<file path="src/hdl/pzr_pkg.sv">
package pzr_pkg;
    localparam int CPU_AW = 14;
    localparam int OFS_W = 5;
    localparam int WB_AW = 16;
    localparam int BYTE_W = 8;
    // Memory map, in CPU byte addresses
    localparam logic [13:0] IO_BASE = 14'h0000;
    localparam logic [13:0] IO_LAST = 14'h001f;
    localparam logic [13:0] ROM_BASE = 14'h3f00;
    localparam logic [13:0] ROM_BYTES = 14'h00ef;
    localparam logic [13:0] OPT_ADDR = 14'h3fef;
    localparam logic [13:0] MOR1_ADDR = 14'h3ff0;
    localparam logic [13:0] MOR2_ADDR = 14'h3ff1;
    localparam logic [13:0] WDOG_ALT_ADDR = 14'h3ff0;
    // Page-zero register indices; byte address on the bus is four times these
    localparam logic [4:0] OFS_PORT_A_PIN_DATA = 5'h00;
    localparam logic [4:0] OFS_PORT_D_PIN_DATA = 5'h03;
    localparam logic [4:0] OFS_PORT_A_DIRECTION = 5'h04;
    localparam logic [4:0] OFS_PORT_D_DIRECTION = 5'h07;
    localparam logic [4:0] OFS_UNUSED_SLOT_EIGHT = 5'h08;
    localparam logic [4:0] OFS_UNUSED_SLOT_NINE = 5'h09;
    localparam logic [4:0] OFS_SYNC_SERIAL_CONTROL = 5'h0a;
    localparam logic [4:0] OFS_SYNC_SERIAL_STATUS = 5'h0b;
    localparam logic [4:0] OFS_SYNC_SERIAL_BUFFER = 5'h0c;
    localparam logic [4:0] OFS_ASYNC_RATE_SELECT = 5'h0d;
    localparam logic [4:0] OFS_ASYNC_CONTROL_ONE = 5'h0e;
    localparam logic [4:0] OFS_ASYNC_CONTROL_TWO = 5'h0f;
    localparam logic [4:0] OFS_ASYNC_FLAGS = 5'h10;
    localparam logic [4:0] OFS_ASYNC_BUFFER = 5'h11;
    localparam logic [4:0] OFS_TIMER_SETUP = 5'h12;
    localparam logic [4:0] OFS_TIMER_FLAGS = 5'h13;
    localparam logic [4:0] OFS_CAPTURE_VALUE_HIGH = 5'h14;
    localparam logic [4:0] OFS_CAPTURE_VALUE_LOW = 5'h15;
    localparam logic [4:0] OFS_COMPARE_VALUE_HIGH = 5'h16;
    localparam logic [4:0] OFS_COMPARE_VALUE_LOW = 5'h17;
    localparam logic [4:0] OFS_FREE_COUNTER_HIGH = 5'h18;
    localparam logic [4:0] OFS_FREE_COUNTER_LOW = 5'h19;
    localparam logic [4:0] OFS_ALT_COUNTER_HIGH = 5'h1a;
    localparam logic [4:0] OFS_ALT_COUNTER_LOW = 5'h1b;
    localparam logic [4:0] OFS_PROGRAM_MEMORY_CONTROL = 5'h1c;
    localparam logic [4:0] OFS_WATCHDOG_SERVICE = 5'h1d;
    localparam logic [4:0] OFS_WATCHDOG_SETUP = 5'h1e;
    localparam logic [4:0] OFS_RESERVED_SLOT_TOP = 5'h1f;
    // Field layouts and reset values
    localparam logic [7:0] PORT_FULL_MASK = 8'hff;
    localparam logic [7:0] PORT_D_IMPL_MASK = 8'hbf;
    localparam logic [7:0] DIR_RESET = 8'h00;
    localparam logic [7:0] OPT_RESET = 8'h00;
    localparam logic [7:0] BYTE_ZERO = 8'h00;
    localparam int MOR2_SEC_BIT = 3;

    typedef enum logic [2:0] {
        PZR_ACC_PORT_DATA,
        PZR_ACC_PORT_DIR,
        PZR_ACC_NONE,
        PZR_ACC_RW,
        PZR_ACC_RO,
        PZR_ACC_WO
    } pzr_acc_t;

    function automatic pzr_acc_t pzr_acc_kind(input logic [4:0] ofs);
        pzr_acc_t k;
        k = PZR_ACC_RW;
        if (ofs <= OFS_PORT_D_PIN_DATA) k = PZR_ACC_PORT_DATA;
        else if (ofs <= OFS_PORT_D_DIRECTION) k = PZR_ACC_PORT_DIR;
        else if (ofs == OFS_UNUSED_SLOT_EIGHT || ofs == OFS_UNUSED_SLOT_NINE ||
                 ofs == OFS_RESERVED_SLOT_TOP) k = PZR_ACC_NONE;
        else if (ofs == OFS_WATCHDOG_SERVICE) k = PZR_ACC_WO;
        else if (ofs == OFS_ASYNC_FLAGS || ofs == OFS_TIMER_FLAGS ||
                 (ofs >= OFS_CAPTURE_VALUE_HIGH && ofs <= OFS_CAPTURE_VALUE_LOW) ||
                 (ofs >= OFS_FREE_COUNTER_HIGH && ofs <= OFS_ALT_COUNTER_LOW))
            k = PZR_ACC_RO;
        return k;
    endfunction

    function automatic logic pzr_in_range(input logic [13:0] a, input logic [13:0] lo,
                                          input logic [13:0] hi);
        return (a >= lo) && (a <= hi);
    endfunction
endpackage

</file>
<file path="src/hdl/pzr_port.sv">
`timescale 1ns/1ns
module pzr_port
    import pzr_pkg::*;
(
    input wire logic clk_i,
    input wire logic rst_i,
    input wire logic ce_i,
    input wire logic [7:0] pin_i,
    input wire logic data_we_i,
    input wire logic dir_we_i,
    input wire logic [7:0] wdat_i,
    input wire logic [7:0] impl_mask_i,
    input wire logic [7:0] dir_mask_i,
    output logic [7:0] pin_o,
    output logic [7:0] pin_oe_o,
    output logic [7:0] data_rd_o,
    output logic [7:0] dir_rd_o
);
    logic [7:0] data_r;
    logic [7:0] dir_r;
    logic [7:0] pin_meta_r;
    logic [7:0] pin_sync_r;

    // No reset on the latch: contents survive reset
    always_ff @(posedge clk_i) begin
        if (ce_i && data_we_i) begin
            data_r <= wdat_i & impl_mask_i;
        end
    end

    always_ff @(posedge clk_i) begin
        if (rst_i) begin
            dir_r <= DIR_RESET;
        end else if (ce_i && dir_we_i) begin
            dir_r <= wdat_i & dir_mask_i;
        end
    end

    always_ff @(posedge clk_i) begin
        if (ce_i) begin
            pin_meta_r <= pin_i;
            pin_sync_r <= pin_meta_r;
        end
    end

    // Gating with direction keeps the pins defined before the first write
    assign pin_o = data_r & dir_r;
    assign pin_oe_o = dir_r;
    assign data_rd_o = ((dir_r & data_r) | (~dir_r & pin_sync_r)) & impl_mask_i;
    assign dir_rd_o = dir_r & dir_mask_i;
endmodule

</file>
<file path="src/hdl/pzr_regmap.sv">
`timescale 1ns/1ns
// Overview of operation
// - Security lock stays set until full erase
// - Lock blocks every external memory read
// - One-time-programmable parts never clear the lock
// - Bootloader ROM: 239 read-only bytes below options
// - Bootloader mode executes from the ROM
// - I/O registers live in 32-byte page-zero window
// - Option and mask option registers sit outside
// - Offsets 0-3 are port pin data
// - Offsets 4-7 direction, cleared on reset
// - Port D direction only in large configuration
// - Sync serial registers at 0x0A-0x0C
// - Async serial registers at 0x0D-0x11
// - Timer registers at 0x12-0x1B
// - 0x1C program control, 0x1D-0x1E watchdog
module pzr_regmap
    import pzr_pkg::*;
(
    input wire logic clk_i,
    input wire logic rst_i,
    input wire logic ce_i,
    input wire logic cyc_i,
    input wire logic stb_i,
    input wire logic we_i,
    input wire logic [15:0] adr_i,
    input wire logic [3:0] sel_i,
    input wire logic [31:0] dat_i,
    output logic [31:0] dat_o,
    output logic ack_o,
    input wire logic [7:0] port_a_pin_i,
    input wire logic [7:0] port_b_pin_i,
    input wire logic [7:0] port_c_pin_i,
    input wire logic [7:0] port_d_pin_i,
    output logic [7:0] port_a_pin_o,
    output logic [7:0] port_b_pin_o,
    output logic [7:0] port_c_pin_o,
    output logic [7:0] port_d_pin_o,
    output logic [7:0] port_a_pin_oe_o,
    output logic [7:0] port_b_pin_oe_o,
    output logic [7:0] port_c_pin_oe_o,
    output logic [7:0] port_d_pin_oe_o,
    output logic per_wr_o,
    output logic per_rd_o,
    output logic [4:0] per_idx_o,
    output logic [7:0] per_wdat_o,
    input wire logic [7:0] per_rdat_i,
    output logic [7:0] rom_adr_o,
    input wire logic [7:0] rom_dat_i,
    output logic rom_exec_o,
    input wire logic boot_mode_i,
    input wire logic large_cfg_i,
    input wire logic otp_part_i,
    input wire logic sec_nv_i,
    input wire logic [15:0] mor_i,
    output logic sec_burn_o,
    input wire logic erase_done_i,
    input wire logic ext_rd_req_i,
    input wire logic [7:0] ext_mem_dat_i,
    output logic ext_rd_grant_o,
    output logic [7:0] ext_rd_dat_o,
    output logic wdog_alt_clr_o,
    output logic [7:0] option_o,
    output logic sec_lock_o
);
    logic ack_r;
    logic [31:0] dat_r;
    logic [4:0] per_idx_r;
    logic [7:0] per_wdat_r;
    logic [7:0] opt_r;
    logic lock_r;
    logic large_r;
    logic otp_r;
    logic [7:0] ext_dat_r;
    // Two-flop synchronisers for pins and straps
    logic [3:0] strap_meta_r;
    logic [3:0] strap_sync_r;

    wire logic boot_s = strap_sync_r[0];
    wire logic large_s = strap_sync_r[1];
    wire logic otp_s = strap_sync_r[2];
    wire logic sec_nv_s = strap_sync_r[3];

    // Decode
    wire logic req = cyc_i & stb_i;
    wire logic [13:0] cpu_adr = adr_i[15:2];
    wire logic [4:0] ofs = cpu_adr[4:0];
    wire logic take = req & ~ack_r;
    wire logic commit = req & ack_r & ce_i;
    wire logic wr_ok = commit & we_i & sel_i[0];
    wire logic rd_ok = commit & ~we_i;
    wire logic [7:0] wbyte = dat_i[7:0];
    wire logic [13:0] rom_last = ROM_BASE + ROM_BYTES - 14'h0001;
    wire logic hit_io = pzr_in_range(cpu_adr, IO_BASE, IO_LAST);
    wire logic hit_rom = pzr_in_range(cpu_adr, ROM_BASE, rom_last);
    wire logic hit_opt = pzr_in_range(cpu_adr, OPT_ADDR, OPT_ADDR);
    wire logic hit_mor1 = pzr_in_range(cpu_adr, MOR1_ADDR, MOR1_ADDR);
    wire logic hit_mor2 = pzr_in_range(cpu_adr, MOR2_ADDR, MOR2_ADDR);
    wire logic hit_walt = pzr_in_range(cpu_adr, WDOG_ALT_ADDR, WDOG_ALT_ADDR);
    wire pzr_acc_t kind = pzr_acc_kind(ofs);
    wire logic is_port_data = hit_io & (kind == PZR_ACC_PORT_DATA);
    wire logic is_port_dir = hit_io & (kind == PZR_ACC_PORT_DIR);
    // Serial, timer, programming and watchdog slots go out to the peripherals
    wire logic is_per = hit_io & ((kind == PZR_ACC_RW) | (kind == PZR_ACC_RO) |
                                  (kind == PZR_ACC_WO));
    wire logic per_writable = (kind == PZR_ACC_RW) | (kind == PZR_ACC_WO);
    wire logic per_readable = (kind == PZR_ACC_RW) | (kind == PZR_ACC_RO);
    wire logic [1:0] port_sel = ofs[1:0];

    // Port instances
    logic [7:0] pin_in [4];
    logic [7:0] pin_out [4];
    logic [7:0] pin_oe [4];
    logic [7:0] port_data_rd [4];
    logic [7:0] port_dir_rd [4];
    logic [7:0] impl_mask [4];
    logic [7:0] dir_mask [4];

    assign pin_in[0] = port_a_pin_i;
    assign pin_in[1] = port_b_pin_i;
    assign pin_in[2] = port_c_pin_i;
    assign pin_in[3] = port_d_pin_i;
    assign port_a_pin_o = pin_out[0];
    assign port_b_pin_o = pin_out[1];
    assign port_c_pin_o = pin_out[2];
    assign port_d_pin_o = pin_out[3];
    assign port_a_pin_oe_o = pin_oe[0];
    assign port_b_pin_oe_o = pin_oe[1];
    assign port_c_pin_oe_o = pin_oe[2];
    assign port_d_pin_oe_o = pin_oe[3];

    genvar gi;
    generate
        for (gi = 0; gi < 4; gi++) begin : g_port
            localparam logic [1:0] IDX = 2'(gi);
            localparam logic IS_D = (gi == 3);
            wire logic data_we = wr_ok & is_port_data & (port_sel == IDX);
            wire logic dir_we = wr_ok & is_port_dir & (port_sel == IDX);

            assign impl_mask[gi] = IS_D ? PORT_D_IMPL_MASK : PORT_FULL_MASK;
            // Without the large configuration there is no port D direction latch
            assign dir_mask[gi] = IS_D ? (large_r ? PORT_D_IMPL_MASK : BYTE_ZERO)
                                       : PORT_FULL_MASK;

            pzr_port u_port (
                .clk_i(clk_i),
                .rst_i(rst_i),
                .ce_i(ce_i),
                .pin_i(pin_in[gi]),
                .data_we_i(data_we),
                .dir_we_i(dir_we),
                .wdat_i(wbyte),
                .impl_mask_i(impl_mask[gi]),
                .dir_mask_i(dir_mask[gi]),
                .pin_o(pin_out[gi]),
                .pin_oe_o(pin_oe[gi]),
                .data_rd_o(port_data_rd[gi]),
                .dir_rd_o(port_dir_rd[gi])
            );
        end
    endgenerate

    // Read mux; unused slots and unmapped addresses give zero
    logic [7:0] rd_nxt;
    always_comb begin
        rd_nxt = BYTE_ZERO;
        if (is_port_data) begin
            rd_nxt = port_data_rd[port_sel];
        end else if (is_port_dir) begin
            rd_nxt = port_dir_rd[port_sel];
        end else if (is_per && per_readable) begin
            rd_nxt = per_rdat_i;
        end else if (hit_rom) begin
            rd_nxt = rom_dat_i;
        end else if (hit_opt) begin
            rd_nxt = opt_r;
        end else if (hit_mor1) begin
            rd_nxt = mor_i[7:0];
        end else if (hit_mor2) begin
            rd_nxt = mor_i[15:8];
        end
    end

    // One wait state: data sampled on the first edge, ack the cycle after
    always_ff @(posedge clk_i) begin
        if (rst_i) begin
            ack_r <= 1'b0;
        end else if (ce_i) begin
            ack_r <= take;
        end
    end

    always_ff @(posedge clk_i) begin
        if (rst_i) begin
            dat_r <= '0;
            per_idx_r <= '0;
            per_wdat_r <= BYTE_ZERO;
        end else if (ce_i && take) begin
            dat_r <= {24'h000000, rd_nxt};
            per_idx_r <= ofs;
            per_wdat_r <= wbyte;
        end
    end

    assign dat_o = dat_r;
    assign ack_o = ack_r;

    // Strobes fire on the ack edge, so a read side effect follows the sample
    assign per_wr_o = wr_ok & is_per & per_writable;
    assign per_rd_o = rd_ok & is_per & per_readable;
    assign per_idx_o = per_idx_r;
    assign per_wdat_o = per_wdat_r;

    // ROM is read-only: no write path exists for it
    assign rom_adr_o = cpu_adr[7:0];

    // Not reset: the straps must reach the capture flops while reset is held
    always_ff @(posedge clk_i) begin
        if (ce_i) begin
            strap_meta_r <= {sec_nv_i, otp_part_i, large_cfg_i, boot_mode_i};
            strap_sync_r <= strap_meta_r;
        end
    end

    // Size and OTP straps follow the pins during reset and freeze after its release
    always_ff @(posedge clk_i) begin
        if (rst_i) begin
            large_r <= large_s;
            otp_r <= otp_s;
        end
    end

    always_ff @(posedge clk_i) begin
        if (rst_i) begin
            opt_r <= OPT_RESET;
        end else if (ce_i && wr_ok && hit_opt) begin
            opt_r <= wbyte;
        end
    end
    assign option_o = opt_r;

    // Security lock; a set in the same cycle as an erase wins
    wire logic sec_set = wr_ok & hit_mor2 & wbyte[MOR2_SEC_BIT];
    always_ff @(posedge clk_i) begin
        if (rst_i) begin
            // Lock state lives in the nonvolatile array; reload it here
            lock_r <= sec_nv_s;
        end else if (ce_i) begin
            if (sec_set) begin
                lock_r <= 1'b1;
            end else if (erase_done_i && !otp_r) begin
                lock_r <= 1'b0;
            end
        end
    end
    assign sec_burn_o = sec_set;
    assign sec_lock_o = lock_r;

    // External reads are refused in every mode while locked
    assign ext_rd_grant_o = ext_rd_req_i & ~lock_r;
    always_ff @(posedge clk_i) begin
        if (rst_i) begin
            ext_dat_r <= BYTE_ZERO;
        end else if (ce_i) begin
            ext_dat_r <= ext_rd_grant_o ? ext_mem_dat_i : BYTE_ZERO;
        end
    end
    assign ext_rd_dat_o = ext_dat_r;

    assign rom_exec_o = boot_s;

    // Small configuration clears the watchdog through the high-memory slot
    assign wdog_alt_clr_o = wr_ok & hit_walt & ~large_r;
endmodule

</file>
<file path="config.mk">
export PLATFORM = sky130hd
export DESIGN_NAME = pzr_regmap
export DESIGN_NICKNAME = d
export VERILOG_FILES = /design/src/hdl/pzr_pkg.sv /design/src/hdl/pzr_port.sv /design/src/hdl/pzr_regmap.sv
export SDC_FILE = /design/constraint.sdc
export NUM_CORES = 1
export LEC_CHECK = 0
export ABC_AREA = 1
export ABC_CLOCK_PERIOD_IN_PS = 5850
export BUFFER_PORTS_ARGS = -buffer_cell sky130_fd_sc_hd__buf_2
export CAP_MARGIN = 20
export CORE_MARGIN = 2
export CORE_UTILIZATION = 40
export DETAILED_ROUTE_END_ITERATION = 16
export PLACE_DENSITY = 0.77
export SLEW_MARGIN = 20
export SYNTH_ARGS = -nofsm -noshare
export SYNTH_HDL_FRONTEND = slang
export SYNTH_SLANG_ARGS = --single-unit
</file>
<file path="constraint.sdc">
create_clock -name clk_i -period 5.85 [get_ports clk_i]
set_clock_uncertainty 0.2 [all_clocks]
set_input_delay 0.8775 -clock clk_i [delete_from_list [all_inputs] [get_ports clk_i]]
set_output_delay 0.8775 -clock clk_i [all_outputs]
set_load 0.1 [all_outputs]
</file>
=== Word-level counts from Yosys, hierarchy flattened ===
Cells that the tools add are included.
Widths: inputs -> output; s select.

* Eq/ne operators: 13
* Reduce and logical (&&, ||, !) cells: 31
* Muxes and demuxes: 24
* $lt $le $gt $ge: 17
* Bitwise operators: 55

{| class="wikitable"
|+ Operators with widths
! cell !! count
|-
| $mux 8 || 13
|-
| $and 8x8->8 || 10
|-
| $ge 14x14->1 const B || 4
|-
| $le 14x14->1 const B || 4
|-
| $bmux 8 s2 || 2
|-
| $not 8->8 || 4
|-
| $or 8x8->8 || 4
|-
| $and 1x1->1 || 29
|-
| $eq 5x5->1 const B || 4
|-
| $logic_and 1x1->1 || 20
|-
| $mux 3 || 5
|-
| $ge 14x1->1 const B || 1
|-
| $le 14x5->1 const B || 1
|-
| $eq 5x4->1 const B || 2
|-
| $ge 5x5->1 const B || 2
|-
| $le 5x5->1 const B || 2
|-
| $eq 3x3->1 const B || 2
|-
| $le 5x2->1 const B || 1
|-
| $le 5x3->1 const B || 1
|-
| $logic_or 1x1->1 || 5
|-
| $eq 2x2->1 const B || 2
|-
| $mux 1 || 4
|-
| $not 1->1 || 4
|-
| $eq 3x1->1 const B || 1
|-
| other kinds (11) || 13
|}

* Register bits: 176
* Word-level logic and storage cells: 167

=== Depth between registers and ports, before layout ===
* Word-level depth: 17
* Gate-level depth with buffers: 12
* Depth with buffers taken out: 11

=== Modules after synthesis ===
From an unflattened synthesis, not the netlist that was laid out.

* Cell total of the unflattened synthesis: 1094
* Area total of the unflattened synthesis: 8712.1 um^2

{| class="wikitable"
|+ Modules (own cells, without submodules)
! module !! cells each !! times used !! area each (um^2)
|-
| pzr_port || 157 || 4 || 1395.1
|-
| pzr_regmap || 466 || 1 || 3131.8
|}

=== Worst setup path before layout ===
OpenSTA, ideal clock, no wires.

* Path kind: input to output
* Start point: input port adr_i[12]
* End point: output port per_rd_o
* Slack: 0.405 ns
* Required time: 4.773 ns
* Stages: 6
* Arrival time: 4.368 ns
* Cell sequence: nor2_1 -> nand3_1 -> nor2_1 -> buf_2 -> nand2_1 -> nor4_1

* Cells in the longest elaborated chain, start to end: 5
* Elaborated cells on any way between the ends: 6

{| class="wikitable"
|+ Ends and longest elaborated chain
! what !! line !! source
|-
| start: declaration || pzr_regmap.sv:26 || <nowiki>input wire logic [15:0] adr_i,</nowiki>
|-
| $ge 14x1->1 or $le 14x5->1 (tied branches) || pzr_pkg.sv:78 || <nowiki>return (a >= lo) && (a <= hi);</nowiki>
|-
| $logic_and 1x1->1 (*) || pzr_pkg.sv:78 ||
|-
| $and 1x1->1 (*) || pzr_regmap.sv:104 || <nowiki>wire logic is_per = hit_io & ((kind == PZR_ACC_RW) | (kind == PZR_ACC_RO) |</nowiki>
|-
| $and 1x1->1 (*) (2 in series) || pzr_regmap.sv:210 || <nowiki>assign per_rd_o = rd_ok & is_per & per_readable;</nowiki>
|-
| end: declaration || pzr_regmap.sv:44 || <nowiki>output logic per_rd_o,</nowiki>
|}

Every way passes the cells marked *; elsewhere a longest branch is shown, timed or not.

=== Worst setup path in the final report ===
* Start point: input port adr_i[2]
* End point: output port per_rd_o

* Cells in the longest elaborated chain, start to end: 15
* Elaborated cells on any way between the ends: 35

{| class="wikitable"
|+ Ends and longest elaborated chain
! what !! line !! source
|-
| $ge 5x5->1 (tied with other cells) || pzr_pkg.sv:70 || <nowiki>(ofs >= OFS_CAPTURE_VALUE_HIGH && ofs <= OFS_CAPTURE_VALUE_LOW) ||</nowiki>
|-
| $logic_and 1x1->1 or $logic_or 1x1->1 (tied branches) || pzr_pkg.sv:70, pzr_pkg.sv:69 ||
|-
| $logic_or 1x1->1 || pzr_pkg.sv:69 || <nowiki>else if (ofs == OFS_ASYNC_FLAGS || ofs == OFS_TIMER_FLAGS ||</nowiki>
|-
| $logic_or 1x1->1 || pzr_pkg.sv:70 ||
|-
| $mux 3 || pzr_pkg.sv:69 ||
|-
| $mux 3 || pzr_pkg.sv:68 || <nowiki>else if (ofs == OFS_WATCHDOG_SERVICE) k = PZR_ACC_WO;</nowiki>
|-
| $mux 3 || pzr_pkg.sv:66 || <nowiki>else if (ofs == OFS_UNUSED_SLOT_EIGHT || ofs == OFS_UNUSED_SLOT_NINE ||</nowiki>
|-
| $mux 3 || pzr_pkg.sv:65 || <nowiki>else if (ofs <= OFS_PORT_D_DIRECTION) k = PZR_ACC_PORT_DIR;</nowiki>
|-
| $mux 3 || pzr_pkg.sv:64 || <nowiki>if (ofs <= OFS_PORT_D_PIN_DATA) k = PZR_ACC_PORT_DATA;</nowiki>
|-
| $eq 3x2->1 or $eq 3x3->1 (tied branches) || pzr_regmap.sv:104, pzr_regmap.sv:107 ||
|-
| $or 1x1->1 || pzr_regmap.sv:104, pzr_regmap.sv:107 ||
|-
| $or 1x1->1 || pzr_regmap.sv:104 ||
|-
| $and 1x1->1 || pzr_regmap.sv:104 ||
|-
| $and 1x1->1 || pzr_regmap.sv:210 ||
|-
| $and 1x1->1 (*) || pzr_regmap.sv:210 ||
|}

Marked as above.

==> run metrics <==
CTS tree=yes; Tcrit/Tclk final=0.6902; Port Buffer Count=220; FF+latch count, synth=173; io pins=277; largest net degree at the start of global routing=69; routability cong.=0.8269; Pins Over Slew Limit=0; area of the multi-input gates=2425 µm²; PwrDens=295.4 nW/µm²; antenna violations before repair=0; status=finished clean; syn_area_per_cell=9.105 µm²; top cell type's share of synthesized area=0.4078; worst rel slew slack=0.3023; die area=20,270 µm²; Commonest cells post-synth=nand2_1 (194), inv_1 (112), edfxtp_1 (104); Synth area leader=edfxtp_1; Total Power=2.780 mW; DR vias=6,537; Fin. Hold Viols=0; number of buffers created by CTS=17; Initial DRT Pass Iterations=5; RSZ-0062 raised after global routing=false; crit path max fanout=20; fin nets=1,190; Register Area=4504 µm²; Total GRT Usage=0.2152; Root Driver=clkbuf_16; die extent in x=142.4 µm; first-pass GRT wire length=32,530 µm; worst slew pin tran=1.045 ns; synth-to-layout area growth=22.92%; initial drt markers=641; Period minus WS final=4.037 ns; clock latency at the later pin of the worst-skew pair=0.42 ns; YS warnings=0; Via-to-Cell Ratio=5.025; Worst EP arrival=2.96 ns; leading register cell type out of synthesis=edfxtp_1; Detailed Route WL=22,030 µm; worst vdd ir=0.1920 mV; Die Y=142.4 µm; setup TNS=0 ns; Final ANT Viol Nets=0; Clock Pin Slew Worst Setup and Hold Paths=0.07 ns; worst path cell trace=buf_2 > inv_1 > nor2_2 > inv_1 > nor3_2 > inv_1 > a31oi_1 > nor4_1 > buf_2; critical path class=in -> out; share of layout cells above drive strength 1=0.2727; largest delay contributor family on the critical path=simple AND/OR/NAND/NOR gates; PostCTS Resize Cnt=0; Seq/Total Area, Yosys=0.5882; fmax=247.7 MHz; max cap viols=0; top cells by area, synth=edfxtp_1 (41%), dfxtp_1 (18%), nand2_1 (9.5%); Mapped Area=7657 µm²; starting density of the core=0.4080; CP endpoint kind=primary output; slowest cell on the critical path=nor2_2; Fillers=1,762; vias in the first global route=5,999; Yosys cell types=38; CTS Hold Bufs=0; number of flops mapped to enable cells by yosys=104; Worst Hold Class=reg -> reg; Critical Path RT=4.77 ns; critical path's most frequent cell=inv_1; leakage power=4.498 nW; hold_ws=0.2139 ns; total gr overflow=0; Post-synth ARST share=0; ANT cells=0; detailed placement HPWL=16,350 µm; WP buf/inv=5; clock sinks=173; remaining routing DRC violations=0; # setup viols final=0; Core Region=18,770 µm²; htree depth=4; Mapped Cells=841; postcts setup bufs=0; placed insts=1,269; DR WL/cell=16.93 µm; Max Root-Sink Buffers=2; Layout Cells excl Fill=1,301; startpoint class of the critical path=input port; Critical Path Max Stage Delay=0.79 ns; # rows=50; top-count cell post-synth=nand2_1
where the power goes:
group / total, mW / switching (mW) / internal [mW]
sequential: 1.35 / 0.0141 / 1.34
clock: 1.12 / 0.495 / 0.621
combinational: 0.310 / 0.257 / 0.0530
total: 2.78 / 0.766 / 2.01
sequential cells by signal, summed over array words and instances, names as in the netlist:
| register | flops |
|---|---|
| option_o | 8 |
| strap_meta_r | 4 |
| sec_lock_o | 1 |
| strap_sync_r | 4 |
| large_r | 1 |
| per_idx_o | 5 |
| g_port.u_port.pin_oe_o | 31 |
| otp_r | 1 |
| ext_rd_dat_o | 8 |
| g_port.u_port.data_r | 31 |
| ack_o | 1 |
| g_port.u_port.pin_meta_r | 31 |
| per_wdat_o | 8 |
| g_port.u_port.pin_sync_r | 31 |
| dat_o | 8 |
through the flow:
stage          cell area (µm²)  utilization  setup slack [ns]
3_5_place_dp              8823       0.4701             1.850
5_1_grt                   9413       0.5015             1.671
2_1_floorplan             7751            -            0.4045
6_report                  9413       0.5015             1.813
4_1_cts                   9405       0.5011             1.836
3_3_place_gp              8823       0.4701             1.867
layout make-up:
cell class,count,area share
timing repair buffer,226,0.1223
tap,234,0.03110
clock buffer,20,0.04852
sequential,173,0.4785
clock inverter,12,0.01329
multi-input combinational,516,0.2576
inverter,120,0.04865
placed cells by master, fill, tap and decap left out, types with 2 or more instances in the layout:
master / instances
dfxtp_1: 69
o21ai_0: 55
a21oi_1: 50
nor3_1: 5
nor2_1: 61
nand3_2: 2
nand3b_1: 3
nand3_1: 62
clkinvlp_4: 3
nor2_2: 5
nand2_4: 4
inv_6: 6
a21oi_2: 3
nor3_2: 2
clkbuf_16: 17
a22oi_1: 4
inv_2: 2
edfxtp_1: 104
inv_1: 112
nand2_2: 3
nor2_4: 3
buf_2: 218
clkbuf_8: 2
nand2_1: 194
a211oi_1: 7
buf_4: 8
a211oi_2: 2
nand4_1: 18
clkinv_2: 4
conb_1: 26
metal layers:
metal | vias up | global-route usage | wire [µm]
li1 | 3136 | - | -
met2 | 304 | 0.3534 | 10430
met4 | 0 | 0.07556 | 486
met3 | 25 | 0.05148 | 1729
met1 | 3072 | 0.2794 | 9386
met5 | - | 0 | 0
path summary, 6_finish.rpt:
kind	from	end	slack (ns)	depth (start not counted)
hold reg to reg	strap_meta_r[2]	strap_sync_r[2]	0.21	0
setup reg to reg	ack_o	g_port[3].u_port.data_r[4]	3.49	6
hold / removal	strap_meta_r[2]	strap_sync_r[2]	0.21	0
setup / recovery	adr_i[2]	per_rd_o	1.81	9
kinds of logic (layout without fill, tap and decap cells):
kind of cell,Yosys count,after routing,synth area share
compound gates,122,122,0.08693
simple gates,368,368,0.2155
buf+inv,177,378,0.1088
flops,173,173,0.5882
other cells,1,26,0.0004897
Power figures use the tool's default switching activity.
